==> config.mk <==
export PLATFORM = sky130hd
export DESIGN_NAME = system_tick_timer
export DESIGN_NICKNAME = d
export VERILOG_FILES = /design/src/design/tick_pkg.sv /design/src/design/system_tick_timer.sv /design/src/design/tick_down_counter.sv /design/src/design/tick_event_regs.sv
export VERILOG_INCLUDE_DIRS = /design/src /design/src/design
export SDC_FILE = /design/constraint.sdc
export NUM_CORES = 1
export LEC_CHECK = 0
export ABC_CLOCK_PERIOD_IN_PS = 2550
export BUFFER_PORTS_ARGS = -buffer_cell sky130_fd_sc_hd__buf_2
export CORE_MARGIN = 5
export CORE_UTILIZATION = 50
export CTS_CLUSTER_SIZE = 20
export DETAILED_ROUTE_END_ITERATION = 8
export PLACE_DENSITY = 0.83
export REMOVE_ABC_BUFFERS = 1
export SETUP_SLACK_MARGIN = 0.15
export SLEW_MARGIN = 0
export SYNTH_ARGS = -nofsm -noshare
export SYNTH_HDL_FRONTEND = slang
export SYNTH_SLANG_ARGS = --single-unit
==> constraint.sdc <==
create_clock -name ref_clk -period 2.55 [get_ports ref_clk]
set_clock_uncertainty 0.15 [all_clocks]
set_input_delay 0.51 -clock ref_clk [delete_from_list [all_inputs] [get_ports ref_clk]]
set_output_delay 0.51 -clock ref_clk [all_outputs]
set_load 0.1 [all_outputs]
==> src/design/tick_map.svh <==
// Register offsets, field positions and reset values of the tick timer
`ifndef TICK_MAP_SVH
`define TICK_MAP_SVH

// ----------------------------------------------------------------------
// Register byte offsets
// ----------------------------------------------------------------------
`define TICK_CTRL_OFS       8'h00
`define TICK_WRAP_OFS       8'h04
`define TICK_COUNT_OFS      8'h08
`define TICK_EVT_STAT_OFS   8'h0C
`define TICK_EVT_EN_OFS     8'h10
`define TICK_EVT_CLR_OFS    8'h14
`define TICK_DBG_OFS        8'h18

// ----------------------------------------------------------------------
// Field positions
// ----------------------------------------------------------------------
`define TICK_EN_BIT         0
`define TICK_IRQ_EN_BIT     1
`define TICK_CLK_SEL_BIT    2
`define TICK_FLAG_BIT       16
`define TICK_DBG_KIND_BIT   0
`define TICK_DBG_RD_BIT     1

// ----------------------------------------------------------------------
// Reset values and widths
// ----------------------------------------------------------------------
`define TICK_CNT_W          24
`define TICK_CTRL_RST       32'h0000_0004
`define TICK_WRAP_RST       24'h00_0000
`define TICK_EVT_W          2

`endif

==> src/design/tick_pkg.sv <==
// Types shared by the tick timer files
package tick_pkg;

    // Bus response codes
    typedef enum logic [1:0] {
        RESP_OKAY   = 2'b00,
        RESP_SLVERR = 2'b10
    } axi_resp_t;

    // Counter activity
    typedef enum logic [1:0] {
        CNT_IDLE,
        CNT_RUN,
        CNT_HALT
    } cnt_state_t;

endpackage : tick_pkg

==> src/design/system_tick_timer.sv <==
// System tick timer top: AXI4-Lite registers, counter and exception pulse
//
// Added by the designer: register access over AXI4-Lite and the register offsets.
`include "tick_map.svh"
`timescale 1ns/1ps
`default_nettype none

module system_tick_timer #(
    parameter int CNT_W = `TICK_CNT_W
) (
    // Clock and reset
    input  wire logic               ref_clk,
    input  wire logic               rst_n,

    // AXI4-Lite write address
    input  wire logic               s_axi_awvalid,
    output logic                    s_axi_awready,
    input  wire logic [7:0]         s_axi_awaddr,

    // AXI4-Lite write data
    input  wire logic               s_axi_wvalid,
    output logic                    s_axi_wready,
    input  wire logic [31:0]        s_axi_wdata,
    input  wire logic [3:0]         s_axi_wstrb,

    // AXI4-Lite write response
    output logic                    s_axi_bvalid,
    input  wire logic               s_axi_bready,
    output tick_pkg::axi_resp_t     s_axi_bresp,

    // AXI4-Lite read address
    input  wire logic               s_axi_arvalid,
    output logic                    s_axi_arready,
    input  wire logic [7:0]         s_axi_araddr,

    // AXI4-Lite read data
    output logic                    s_axi_rvalid,
    input  wire logic               s_axi_rready,
    output logic      [31:0]        s_axi_rdata,
    output tick_pkg::axi_resp_t     s_axi_rresp,

    // Core status
    input  wire logic               core_halted,
    input  wire logic               debug_read,

    // Exception request and event interrupt
    output logic                    tick_exc_req,
    output logic                    irq
);
    import tick_pkg::*;

    // ------------------------------------------------------------------
    // Bus state
    // ------------------------------------------------------------------
    // Write halves held until both are in
    logic             aw_held_ff;
    logic [7:0]       aw_addr_ff;
    logic             w_held_ff;
    logic [31:0]      w_data_ff;
    logic [3:0]       w_strb_ff;

    // Answers, held until the master takes them
    logic             bvalid_ff;
    axi_resp_t        bresp_ff;
    logic             rvalid_ff;
    logic [31:0]      rdata_ff;
    axi_resp_t        rresp_ff;

    // Readies, registered
    logic             awready_ff;
    logic             wready_ff;
    logic             arready_ff;

    // ------------------------------------------------------------------
    // Register state
    // ------------------------------------------------------------------
    // Software fields
    logic             enable_ff;
    logic             irq_en_ff;
    logic             flag_ff;
    logic [CNT_W-1:0] wrap_ff;
    logic             dbg_kind_ff;

    // Output flops
    logic             exc_ff;
    logic             irq_ff;

    // Word address decode, shared by both paths
    function automatic logic known_addr(input logic [7:0] a);
        return (a == `TICK_CTRL_OFS) || (a == `TICK_WRAP_OFS) ||
               (a == `TICK_COUNT_OFS) || (a == `TICK_EVT_STAT_OFS) ||
               (a == `TICK_EVT_EN_OFS) || (a == `TICK_EVT_CLR_OFS) ||
               (a == `TICK_DBG_OFS);
    endfunction : known_addr

    // ------------------------------------------------------------------
    // Write path
    // ------------------------------------------------------------------
    // One strobe per write, decoded by address
    wire        wr_go    = aw_held_ff && w_held_ff && !bvalid_ff;
    wire        wr_ctrl  = wr_go && (aw_addr_ff == `TICK_CTRL_OFS);
    wire        wr_wrap  = wr_go && (aw_addr_ff == `TICK_WRAP_OFS);
    wire        wr_count = wr_go && (aw_addr_ff == `TICK_COUNT_OFS);
    wire        wr_en    = wr_go && (aw_addr_ff == `TICK_EVT_EN_OFS);
    wire        wr_clr   = wr_go && (aw_addr_ff == `TICK_EVT_CLR_OFS);
    wire        wr_dbg   = wr_go && (aw_addr_ff == `TICK_DBG_OFS);
    wire        wr_ok    = known_addr(aw_addr_ff);

    // Byte lanes enabled by the write strobes
    wire [31:0] wmask    = {{8{w_strb_ff[3]}}, {8{w_strb_ff[2]}},
                            {8{w_strb_ff[1]}}, {8{w_strb_ff[0]}}};
    wire [31:0] ctrl_new = w_data_ff & wmask;

    // Capture address and data in either order
    always_ff @(posedge ref_clk) begin
        if (!rst_n) begin
            aw_held_ff <= 1'b0;
            aw_addr_ff <= 8'h00;
            w_held_ff  <= 1'b0;
            w_data_ff  <= 32'h0000_0000;
            w_strb_ff  <= 4'h0;
        end else begin
            // Address half
            if (s_axi_awvalid && awready_ff) begin
                aw_held_ff <= 1'b1;
                aw_addr_ff <= {s_axi_awaddr[7:2], 2'b00};
            end else if (wr_go) begin
                aw_held_ff <= 1'b0;
            end

            // Data half
            if (s_axi_wvalid && wready_ff) begin
                w_held_ff <= 1'b1;
                w_data_ff <= s_axi_wdata;
                w_strb_ff <= s_axi_wstrb;
            end else if (wr_go) begin
                w_held_ff <= 1'b0;
            end
        end
    end

    // Each ready only while its own half is not held and no response waits, so one write at a time
    wire nxt_awready = !aw_held_ff && !(s_axi_awvalid && awready_ff) &&
                       !bvalid_ff;
    wire nxt_wready  = !w_held_ff && !(s_axi_wvalid && wready_ff) &&
                       !bvalid_ff;

    // Write response after both halves
    always_ff @(posedge ref_clk) begin
        if (!rst_n) begin
            awready_ff <= 1'b0;
            wready_ff  <= 1'b0;
            bvalid_ff  <= 1'b0;
            bresp_ff   <= RESP_OKAY;
        end else begin
            awready_ff <= nxt_awready && !wr_go;
            wready_ff  <= nxt_wready && !wr_go;

            // Response stands until bready
            if (wr_go) begin
                bvalid_ff <= 1'b1;
                bresp_ff  <= wr_ok ? RESP_OKAY : RESP_SLVERR;
            end else if (s_axi_bready) begin
                bvalid_ff <= 1'b0;
            end
        end
    end

    // ------------------------------------------------------------------
    // Read path
    // ------------------------------------------------------------------
    // Read handshake and address decode
    wire              rd_go    = s_axi_arvalid && arready_ff;
    wire [7:0]        rd_addr  = {s_axi_araddr[7:2], 2'b00};
    wire              rd_ctrl  = rd_go && (rd_addr == `TICK_CTRL_OFS);

    // Counter and event results
    wire [CNT_W-1:0]  cnt_w;
    wire              hit_w;
    wire [1:0]        evt_stat;
    wire [1:0]        evt_en;
    wire              evt_irq;

    // Read data views
    wire [31:0]       ctrl_view;
    logic [31:0]      rd_mux;

    // Control word: flag, clock select fixed at 1, interrupt, enable
    assign ctrl_view = (32'(flag_ff) << `TICK_FLAG_BIT) |
                       (32'h0000_0001 << `TICK_CLK_SEL_BIT) |
                       (32'(irq_en_ff) << `TICK_IRQ_EN_BIT) |
                       (32'(enable_ff) << `TICK_EN_BIT);

    // Read data select; count sampled at the access
    always_comb begin
        case (rd_addr)
            `TICK_CTRL_OFS:     rd_mux = ctrl_view;
            `TICK_WRAP_OFS:     rd_mux = 32'(wrap_ff);
            `TICK_COUNT_OFS:    rd_mux = 32'(cnt_w);
            `TICK_EVT_STAT_OFS: rd_mux = 32'(evt_stat);
            `TICK_EVT_EN_OFS:   rd_mux = 32'(evt_en);
            `TICK_DBG_OFS:      rd_mux = 32'(dbg_kind_ff);
            default:            rd_mux = 32'h0000_0000;
        endcase
    end

    // Read answer; one read at a time
    always_ff @(posedge ref_clk) begin
        if (!rst_n) begin
            arready_ff <= 1'b0;
            rvalid_ff  <= 1'b0;
            rdata_ff   <= 32'h0000_0000;
            rresp_ff   <= RESP_OKAY;
        end else begin
            arready_ff <= !rvalid_ff && !rd_go;
            // Data sampled at the handshake
            if (rd_go) begin
                rvalid_ff <= 1'b1;
                rdata_ff  <= rd_mux;
                rresp_ff  <= known_addr(rd_addr) ? RESP_OKAY : RESP_SLVERR;
            end else if (s_axi_rready) begin
                rvalid_ff <= 1'b0;
            end
        end
    end

    // ------------------------------------------------------------------
    // Control, wrap value and flag
    // ------------------------------------------------------------------
    // Debugger reads spare the flag when master kind is 1
    wire rd_clears = rd_ctrl && (!debug_read || !dbg_kind_ff);
    wire nxt_flag  = hit_w | (flag_ff & ~rd_clears & ~wr_count);

    // Register writes; the flag updates every cycle
    always_ff @(posedge ref_clk) begin
        if (!rst_n) begin
            enable_ff   <= 1'b0;
            irq_en_ff   <= 1'b0;
            wrap_ff     <= `TICK_WRAP_RST;
            dbg_kind_ff <= 1'b0;
            flag_ff     <= 1'b0;
        end else begin
            if (wr_ctrl && w_strb_ff[0]) begin
                enable_ff <= ctrl_new[`TICK_EN_BIT];
                irq_en_ff <= ctrl_new[`TICK_IRQ_EN_BIT];
            end

            if (wr_wrap) begin
                wrap_ff <= (w_data_ff[CNT_W-1:0] & wmask[CNT_W-1:0]) |
                           (wrap_ff & ~wmask[CNT_W-1:0]);
            end

            if (wr_dbg && w_strb_ff[0]) begin
                dbg_kind_ff <= w_data_ff[`TICK_DBG_KIND_BIT];
            end

            flag_ff <= nxt_flag;
        end
    end

    // ------------------------------------------------------------------
    // Counter
    // ------------------------------------------------------------------
    // Halt from the core, clear from a count write
    tick_down_counter #(
        .CNT_W    (CNT_W)
    ) u_counter (
        .ref_clk  (ref_clk),
        .rst_n    (rst_n),
        .run      (enable_ff),
        .halted   (core_halted),
        .clear    (wr_count),
        .wrap_val (wrap_ff),
        .count    (cnt_w),
        .hit_zero (hit_w)
    );

    // ------------------------------------------------------------------
    // Events and outputs
    // ------------------------------------------------------------------
    // Bit 0 reached zero, bit 1 pended
    wire [1:0] evt_set = {hit_w && irq_en_ff, hit_w};
    wire [1:0] evt_clr = wr_clr ? w_data_ff[1:0] : 2'b00;

    // Sticky status, enable and level irq
    tick_event_regs #(
        .EVT_W     (`TICK_EVT_W)
    ) u_events (
        .ref_clk   (ref_clk),
        .rst_n     (rst_n),
        .evt_set   (evt_set),
        .clr_mask  (evt_clr),
        .en_wr     (wr_en),
        .en_data   (w_data_ff[1:0]),
        .status    (evt_stat),
        .enable    (evt_en),
        .irq_level (evt_irq)
    );

    // Exception pulse registered so the output is a flip-flop
    always_ff @(posedge ref_clk) begin
        if (!rst_n) begin
            exc_ff <= 1'b0;
            irq_ff <= 1'b0;
        end else begin
            exc_ff <= hit_w && irq_en_ff;
            irq_ff <= evt_irq;
        end
    end

    // Every output straight from a flop
    assign s_axi_awready = awready_ff;
    assign s_axi_wready  = wready_ff;
    assign s_axi_bvalid  = bvalid_ff;
    assign s_axi_bresp   = bresp_ff;
    assign s_axi_arready = arready_ff;
    assign s_axi_rvalid  = rvalid_ff;
    assign s_axi_rdata   = rdata_ff;
    assign s_axi_rresp   = rresp_ff;

    // Core side
    assign tick_exc_req  = exc_ff;
    assign irq           = irq_ff;

endmodule : system_tick_timer

`default_nettype wire

==> src/design/tick_down_counter.sv <==
// 24-bit down counter with wrap, clear and debug hold
`timescale 1ns/1ps
`default_nettype none

module tick_down_counter #(
    parameter int CNT_W = 24
) (
    // Clock and reset
    input  wire logic             ref_clk,
    input  wire logic             rst_n,
    // Control
    input  wire logic             run,
    input  wire logic             halted,
    input  wire logic             clear,
    input  wire logic [CNT_W-1:0] wrap_val,
    // Status
    output logic      [CNT_W-1:0] count,
    output logic                  hit_zero
);
    import tick_pkg::*;

    logic [CNT_W-1:0] count_ff;
    logic [CNT_W-1:0] nxt_count;
    logic             one_w;
    logic             zero_w;
    cnt_state_t       state_w;

    // State view of the counter
    assign state_w = !run ? CNT_IDLE : (halted ? CNT_HALT : CNT_RUN);
    assign one_w   = (count_ff == CNT_W'(1));
    assign zero_w  = (count_ff == '0);

    // Next count: wrap from zero, decrement otherwise
    always_comb begin
        nxt_count = count_ff;
        case (state_w)
            CNT_RUN: begin
                if (zero_w) begin
                    nxt_count = wrap_val;
                end else begin
                    nxt_count = count_ff - CNT_W'(1);
                end
            end
            CNT_HALT: nxt_count = count_ff;
            CNT_IDLE: nxt_count = count_ff;
            default:  nxt_count = count_ff;
        endcase
        if (clear) begin
            nxt_count = '0;
        end
    end

    // Register; a zero wrap value parks at zero
    always_ff @(posedge ref_clk) begin
        if (!rst_n) begin
            count_ff <= '0;
        end else begin
            count_ff <= nxt_count;
        end
    end

    // Event only on the 1 to 0 step, never from a clear
    assign hit_zero = (state_w == CNT_RUN) && one_w && !clear;
    assign count    = count_ff;

endmodule : tick_down_counter

`default_nettype wire

==> src/design/tick_event_regs.sv <==
// Sticky event status, enable and clear with one level interrupt
`timescale 1ns/1ps
`default_nettype none

module tick_event_regs #(
    parameter int EVT_W = 2
) (
    // Clock and reset
    input  wire logic             ref_clk,
    input  wire logic             rst_n,
    // Events and software access
    input  wire logic [EVT_W-1:0] evt_set,
    input  wire logic [EVT_W-1:0] clr_mask,
    input  wire logic             en_wr,
    input  wire logic [EVT_W-1:0] en_data,
    // State
    output logic      [EVT_W-1:0] status,
    output logic      [EVT_W-1:0] enable,
    output logic                  irq_level
);
    logic [EVT_W-1:0] stat_ff;
    logic [EVT_W-1:0] en_ff;

    // Set wins over a clear in the same cycle
    always_ff @(posedge ref_clk) begin
        if (!rst_n) begin
            stat_ff <= '0;
            en_ff   <= '0;
        end else begin
            stat_ff <= (stat_ff & ~clr_mask) | evt_set;
            en_ff   <= en_wr ? en_data : en_ff;
        end
    end

    assign status    = stat_ff;
    assign enable    = en_ff;
    assign irq_level = |(stat_ff & en_ff);

endmodule : tick_event_regs

`default_nettype wire

==> results of run 1 <==
## power groups by stage
stage / registers (mW) / logic [mW] / clock network [mW]
after floorplan: 2.10 / 0.158 / 0
after CTS: 2.00 / 0.316 / 2.52
final: 2.00 / 0.317 / 2.49
after global routing: 2.01 / 0.342 / 2.62
after global placement: 2.04 / 0.306 / 0
after detailed placement: 2.04 / 0.314 / 0
## through the flow
stage | utilization, % | setup TNS (ns) | hold slack, ns
6_report | 63.7 | 0 | 0.0744
5_1_grt | 63.7 | 0 | 0.0566
4_1_cts | 63.0 | 0 | 0.0531
3_5_place_dp | 57.0 | -0.000960 | 0.289
3_3_place_gp | 57.0 | 0 | 0.279
2_1_floorplan | - | -16.08 | 0.281
## layer usage
metal	vias to the layer above	share of wire (%)
met5	-	0
met4	0	1.9
met3	27	7.5
met2	215	47
met1	2487	44
li1	2636	-
## worst max-delay path by stage
stage	end	cells after the start	slack [ns]
global route	u_counter.count[20]	7	0.10
detailed placement	u_counter.count[0]	5	-0.001
floorplan	u_events.status[0]	4	-1.05
finish	u_counter.count[20]	5	0.17
CTS	u_counter.count[20]	7	0.15
global placement	u_counter.count[16]	5	0.05
## tightest hold or removal path, cell delays in order
cell and delay [ns]:
buf_2 0.10, nand2_1 0.05, a21oi_1 0.05
## repair_timing
| item | in CTS | in global routing |
|---|---|---|
| setup endpoints to repair | 17 | 13 |
| pin swaps | 1 | 5 |
| setup buffers | 0 | 3 |
| gates cloned | 0 | 0 |
| resized for setup | 5 | 12 |
## cell usage in the layout, fill, tap and decap left out, drive strengths merged, types with 4 or more instances in the layout
cell type / Yosys / layout
nor4b: 4 / 4
clkinvlp: 0 / 4
a21oi: 75 / 75
o31ai: 10 / 10
inv: 18 / 18
a22oi: 22 / 22
nor4: 11 / 11
nand3b: 4 / 4
a31oi: 13 / 13
nor3: 17 / 17
or4: 5 / 5
or3: 8 / 8
o21ai: 40 / 40
a211oi: 4 / 4
nand3: 27 / 27
nand2b: 9 / 9
nand2: 157 / 157
nand4: 10 / 10
and2: 7 / 7
dfxtp: 124 / 124
nor2: 27 / 27
buf: 16 / 123
o2bb2ai: 4 / 4
mux2i: 7 / 7
clkbuf: 40 / 23
conb: 1 / 10
## layout make-up
class	instances	share of cell area, %
Sequential cell	124	36.1
Clock buffer	23	7.08
Clock inverter	9	1.95
Multi-Input combinational cell	506	40.6
Tap cell	140	2.55
Timing Repair Buffer	123	10.7
Inverter	18	0.983
## cell families after synthesis
family,count (synthesis)
AO/OA/AOI/OAI,188
flip-flops,124
other,1
multiplexers,8
adder cells (fa/ha/maj),3
buffers and inverters,74
AND/OR/NAND/NOR,297
## cells in the mapped netlist (all sizes together), types with 2 or more instances
library cell	count	area share [%]
a211oi	4	0.55
or4	5	0.68
a22oi	22	3.0
nand2b	9	1.0
nor3	17	1.8
o32ai	3	0.48
nand4b	3	0.48
buf	16	2.1
nor2	27	1.8
mux2i	7	1.3
or3	8	1.0
nand3b	4	0.55
nor2b	3	0.34
a221oi	3	0.48
nand2	157	11
inv	18	1.2
o21ai	40	3.6
o41ai	3	0.48
o2bb2ai	4	0.64
ha	3	0.68
o31ai	10	1.4
a21oi	75	6.8
nor4	11	1.3
a31oi	13	1.5
clkbuf	40	2.7
nor4b	4	0.64
and2	7	0.80
nand3	27	2.5
and3b	2	0.32
dfxtp	124	45
nand4	10	1.1
o22ai	2	0.23
==> results.yml, run 1 <==
run_status:
  status: "completed"
die:
  die_w_um: 115
  die_area_mm2: 0.0132
  core-area_mm2: 0.0108
  io_pins: 104
  rows: 38
  start_util_pct: 50.8
  dieHeight_um: 115
yosys:
  ys_seq_area_share_pct: 45.2
  synthArstFlopShare_pct: 0
  synth_area_mm2: 0.00549
  ys.flop_type: "dfxtp_1"
  ys_types: 54
  synthMuxAreaShare_pct: 1.69
  synth_fa_ha_area_share_pct: 0.684
  postSynthAreaPerCell_um2: 7.89
  ys_warn_count: 0
  syn_inst: 695
  yosys.area_share.simple_pct: 25.5
  synth-edff-count: 0
  synth_top_family_by_area: "simple AND/OR/NAND/NOR gates"
  synth_xor_xnor_area_share_pct: 0
  synth_compound_area_share_pct: 20.8
  ys_ff_latch: 124
setup_path:
  worst_ep_arrival_time_ns: 2.63
  reg2reg_from: "u_counter.count[11]"
  critPathLaunch: "u_counter.count[11]"
  critical_path.max_stage_delay_ns: 0.55
  critPathBufInv: 0
  cpMaxStageDelayCell: "or4_4"
  rr_endpoint: "u_counter.count[20]"
  cp-end-kind: "flop"
  crit_type: "flop to flop"
  crit_fanout: 7
  crit_chain: "or4_4 > or3_4 > or3_4 > o41ai_1 > a21oi_1"
  critPathTopFamily: "simple AND/OR/NAND/NOR gates"
  cp.required_ns: 2.80
  reg2reg_slack_ns: 0.17
  critPathLaunchType: "flop"
  reg2regPathDepth: 5
  crit_path_frequent_cell: "or3_4"
layout:
  fin_area_mm2: 0.00687
  num_antenna_cells: 0
  syn_to_final_growth_pct: 25.2
  n_fill_cell: 886
  layout-drive-gt1-share_pct: 22.0
  multiInputGateArea_mm2: 0.00279
  seqCellArea_mm2: 0.00248
  layout.cells.non_filler: 943
  nNetsFinal: 854
power_and_ir_drop:
  power.switching_mw: 1.14
  power_density_mw_per_mm2: 700
  ir_worst_vdd_mv: 0.399
  p_leak_nw: 2.62
  p_comb_share_pct: 6.6
  intPower_mw: 3.67
  seqPwrFrac_pct: 41.7
  switching_share_pct: 23.7
  p_total_mw: 4.81
  p_clk_share_pct: 51.7
min_path:
  holdCritPathClass: "primary input to flop"
  min_path_cells: 3
  hold-path-endpoint: "w_data_ff[5]"
  min-delay-start: "s_axi_wdata[5]"
global_routing:
  top_usage_layer: "met2"
  first_global_vias: 5134
  track_usage_pct: 23.7
  antenna_found_initial: 0
  grt_use_met2_pct: 36.8
  grt_pass1_wl_mm: 25.0
  use_met1_pct: 32.0
  met3_usage_pct: 5.47
  grt_overflow: 0
  grt_max_degree: 73
route:
  ant_nets: 0
  vias: 5365
  wl_mm: 15.2
  drt-vias-per-instance: 5.69
  wire_per_inst_um: 16.1
  firstDrtPassIters: 5
  drcViolationCount: 0
  drt_iter0_drc: 364
cts:
  clock-root-buffer: "clkbuf_8"
  numClockSinks: 124
  cts_buffers: 17
  clockBufferDepth: 2
  path_clk_slew_ns: 0.06
  worst_skew_pair.late_latency_ns: 0.53
  htreeDepth: 4
  ctsHoldBuffers: 0
  cts_tree: "yes"
placed_design:
  dp_slack_ns: -0.000960
  placed_cell_area_mm2: 0.00615
  place.gp.congestion: 0.931
  io_buffer_count: 80
  post-dp-hpwl_mm: 10.8
  dp.cells: 908
sta:
  slew_violations: 0
  max_freq_ghz: 0.419
  setup_ws_ns: 0.166
  slew_headroom_pct: 38.8
  fin_crit_ns: 2.38
  worst_pin_slew_ns: 0.918
  rsz0062_at_grt: "yes"
  timing.final.crit_share_pct: 93.5
  finalSetupViolCount: 0
  hold_viol: 0
run:
  max_cap_violations: 0
No activity file was read; power rests on OpenSTA's default activity.
==> run 2, diff against run 1 <==
ABC_CLOCK_PERIOD_IN_PS = 1950   (was 2550)
CTS_BUF_LIST = sky130_fd_sc_hd__clkbuf_16   (was default)
clock period = 1.95 ns   (was 2.55 ns; I/O delays follow)
==> run 2 against run 1 <==
  * The flow now finishes with violations (negative setup slack)
  * Flip-flop and latch count is the same
  * Register-to-register slack worse by 0.58 ns
  * Count of clock-buffer cells in the layout down 6
  * Critical path type unchanged
  * Largest power group unchanged
==> results.yml, run 2 (synthesis results as in run 1) <==
setup_path:
  cp.required_ns: 2.09
  rr_endpoint: "u_counter.count[18]"
  crit_fanout: 7
  crit_type: "flop to flop"
  cp-end-kind: "flop"
  reg2reg_from: "u_counter.count[11]"
  critPathLaunchType: "flop"
  reg2reg_slack_ns: -0.42
  worst_ep_arrival_time_ns: 2.51
  reg2regPathDepth: 8
cts:
  numClockSinks: 124
  cts_tree: "yes"
  cts_buffers: 17
  clock-root-buffer: "clkbuf_16"
  worst_skew_pair.late_latency_ns: 0.42
  ctsHoldBuffers: 0
  htreeDepth: 4
  path_clk_slew_ns: 0.06
  clockBufferDepth: 2
route:
  firstDrtPassIters: 6
  drcViolationCount: 0
  wire_per_inst_um: 17.8
  vias: 5867
  drt-vias-per-instance: 5.87
  wl_mm: 17.8
  drt_iter0_drc: 505
  ant_nets: 0
sta:
  setup_tns_ns: -8.70
  slew_headroom_pct: 66.5
  timing.final.crit_share_pct: 121
  hold_viol: 0
  fin_crit_ns: 2.37
  slew_violations: 0
  setup_ws_ns: -0.416
  max_freq_ghz: 0.423
  rsz0062_at_grt: "yes"
  worst_pin_slew_ns: 0.500
  finalSetupViolCount: 28
layout:
  mostFrequentLayoutCells: "nand2_1 (123), dfxtp_1 (120), buf_4 (83)"
  num_antenna_cells: 0
  layout-drive-gt1-share_pct: 37.7
  utilization_pct: 72.4
  nNetsFinal: 910
  syn_to_final_growth_pct: 42.3
  final_common_cell: "nand2_1"
power_and_ir_drop:
  p_clk_share_pct: 50.7
  p_leak_nw: 2.99
  power_density_mw_per_mm2: 800
  switching_share_pct: 24.8
  intPower_mw: 4.70
  ir_worst_vdd_mv: 0.567
  seqPwrFrac_pct: 42.1
  power.switching_mw: 1.55
  p_comb_share_pct: 7.2
die:
  die_w_um: 115
  die_area_mm2: 0.0132
  core-area_mm2: 0.0108
  rows: 38
  dieHeight_um: 115
  start_util_pct: 50.8
  io_pins: 104
global_routing:
  grt_overflow: 0
  antenna_found_initial: 0
  grt_max_degree: 38
  grt_pass1_wl_mm: 26.9
  track_usage_pct: 25.7
  first_global_vias: 5622
min_path:
  min-delay-start: "s_axi_wdata[23]"
  min_path_cells: 3
  hold-path-endpoint: "w_data_ff[23]"
  holdCritPathClass: "primary input to flop"
placed_design:
  io_buffer_count: 80
  place.gp.congestion: 0.911
  post-dp-hpwl_mm: 11.7
run_status:
  failed_checks: "negative setup slack"
  status: "finished, violations left"
run:
  max_cap_violations: 0
run 2: cell count changes in the layout (fill, tap and decap cells not counted), moves of 12 or more:
cell / previous run / this run
a21oi_1: 74 / 50
buf_4: 42 / 83
a21oi_2: 1 / 25
buf_6: 0 / 12
nand2_1: 157 / 123
nand2_2: 0 / 27
run 2: through the flow:
step / worst slack (ns) / hold WS, ns / cell area (um^2) / power [mW] / cells
6_report: -0.416 / 0.0623 / 7810 / 6.25 / 999
5_1_grt: -0.472 / 0.0556 / 7810 / 6.43 / 999
4_1_cts: -0.387 / 0.0458 / 7390 / 6.24 / 994
3_5_place_dp: -0.592 / 0.287 / 6510 / 3.09 / 950
3_3_place_gp: -0.530 / 0.274 / 6510 / 3.08 / 950
2_1_floorplan: -1.65 / 0.281 / 5260 / 2.95 / 648
run 2: per-layer routing:
layer | routed length [um] | GRT usage (%) | vias up
li1 | - | - | 2762
met1 | 7100 | 32.7 | 2739
met2 | 8670 | 41.3 | 311
met3 | 1490 | 5.37 | 55
met4 | 533 | 13.2 | 0
met5 | 0 | 0 | -
run 2: final cells by class:
| type | count | area, um^2 |
|---|---|---|
| Multi-Input combinational cell | 506 | 3220 |
| Fill cell | 761 | 2980 |
| Sequential cell | 124 | 2490 |
| Timing Repair Buffer | 179 | 1260 |
| Clock buffer | 17 | 425 |
| Tap cell | 140 | 175 |
| Clock inverter | 15 | 173 |
| Inverter | 18 | 67.6 |
run 2: how the worst max path moves through the flow:
stage | end | cells past startpoint | slack, ns | from
detailed placement | u_counter.count[15] | 5 | -0.59 | u_counter.count[11]
global route | u_counter.count[18] | 8 | -0.47 | u_counter.count[11]
CTS | u_counter.count[18] | 5 | -0.39 | u_counter.count[11]
floorplan | u_events.status[0] | 4 | -1.65 | s_axi_bvalid
finish | u_counter.count[18] | 8 | -0.42 | u_counter.count[11]
global placement | u_counter.count[16] | 5 | -0.53 | u_counter.count[11]
run 2: power groups by stage:
stage	Combinational [mW]	Clock, mW	Sequential [mW]
6_report	0.450	3.17	2.63
5_1_grt	0.480	3.32	2.63
4_1_cts	0.432	3.19	2.62
3_5_place_dp	0.418	0	2.67
3_3_place_gp	0.409	0	2.67
2_1_floorplan	0.206	0	2.74
run 2: what timing repair did:
item                                    in CTS  in global routing
pin swaps                                   15                 66
endpoints found under the setup margin      56                 58
buffers inserted                            11                  5
gates resized for setup                     43                106
gates cloned                                 1                  0
endpoints found under the hold margin        0                  0
run 2: critical path, stage by stage (launching register included):
cell,delay (ns)
dfxtp_1,0.31
or4_4,0.54
or3_4,0.46
nor3_4,0.24
buf_4,0.15
buf_4,0.10
buf_4,0.10
o32a_1,0.13
o22ai_1,0.07
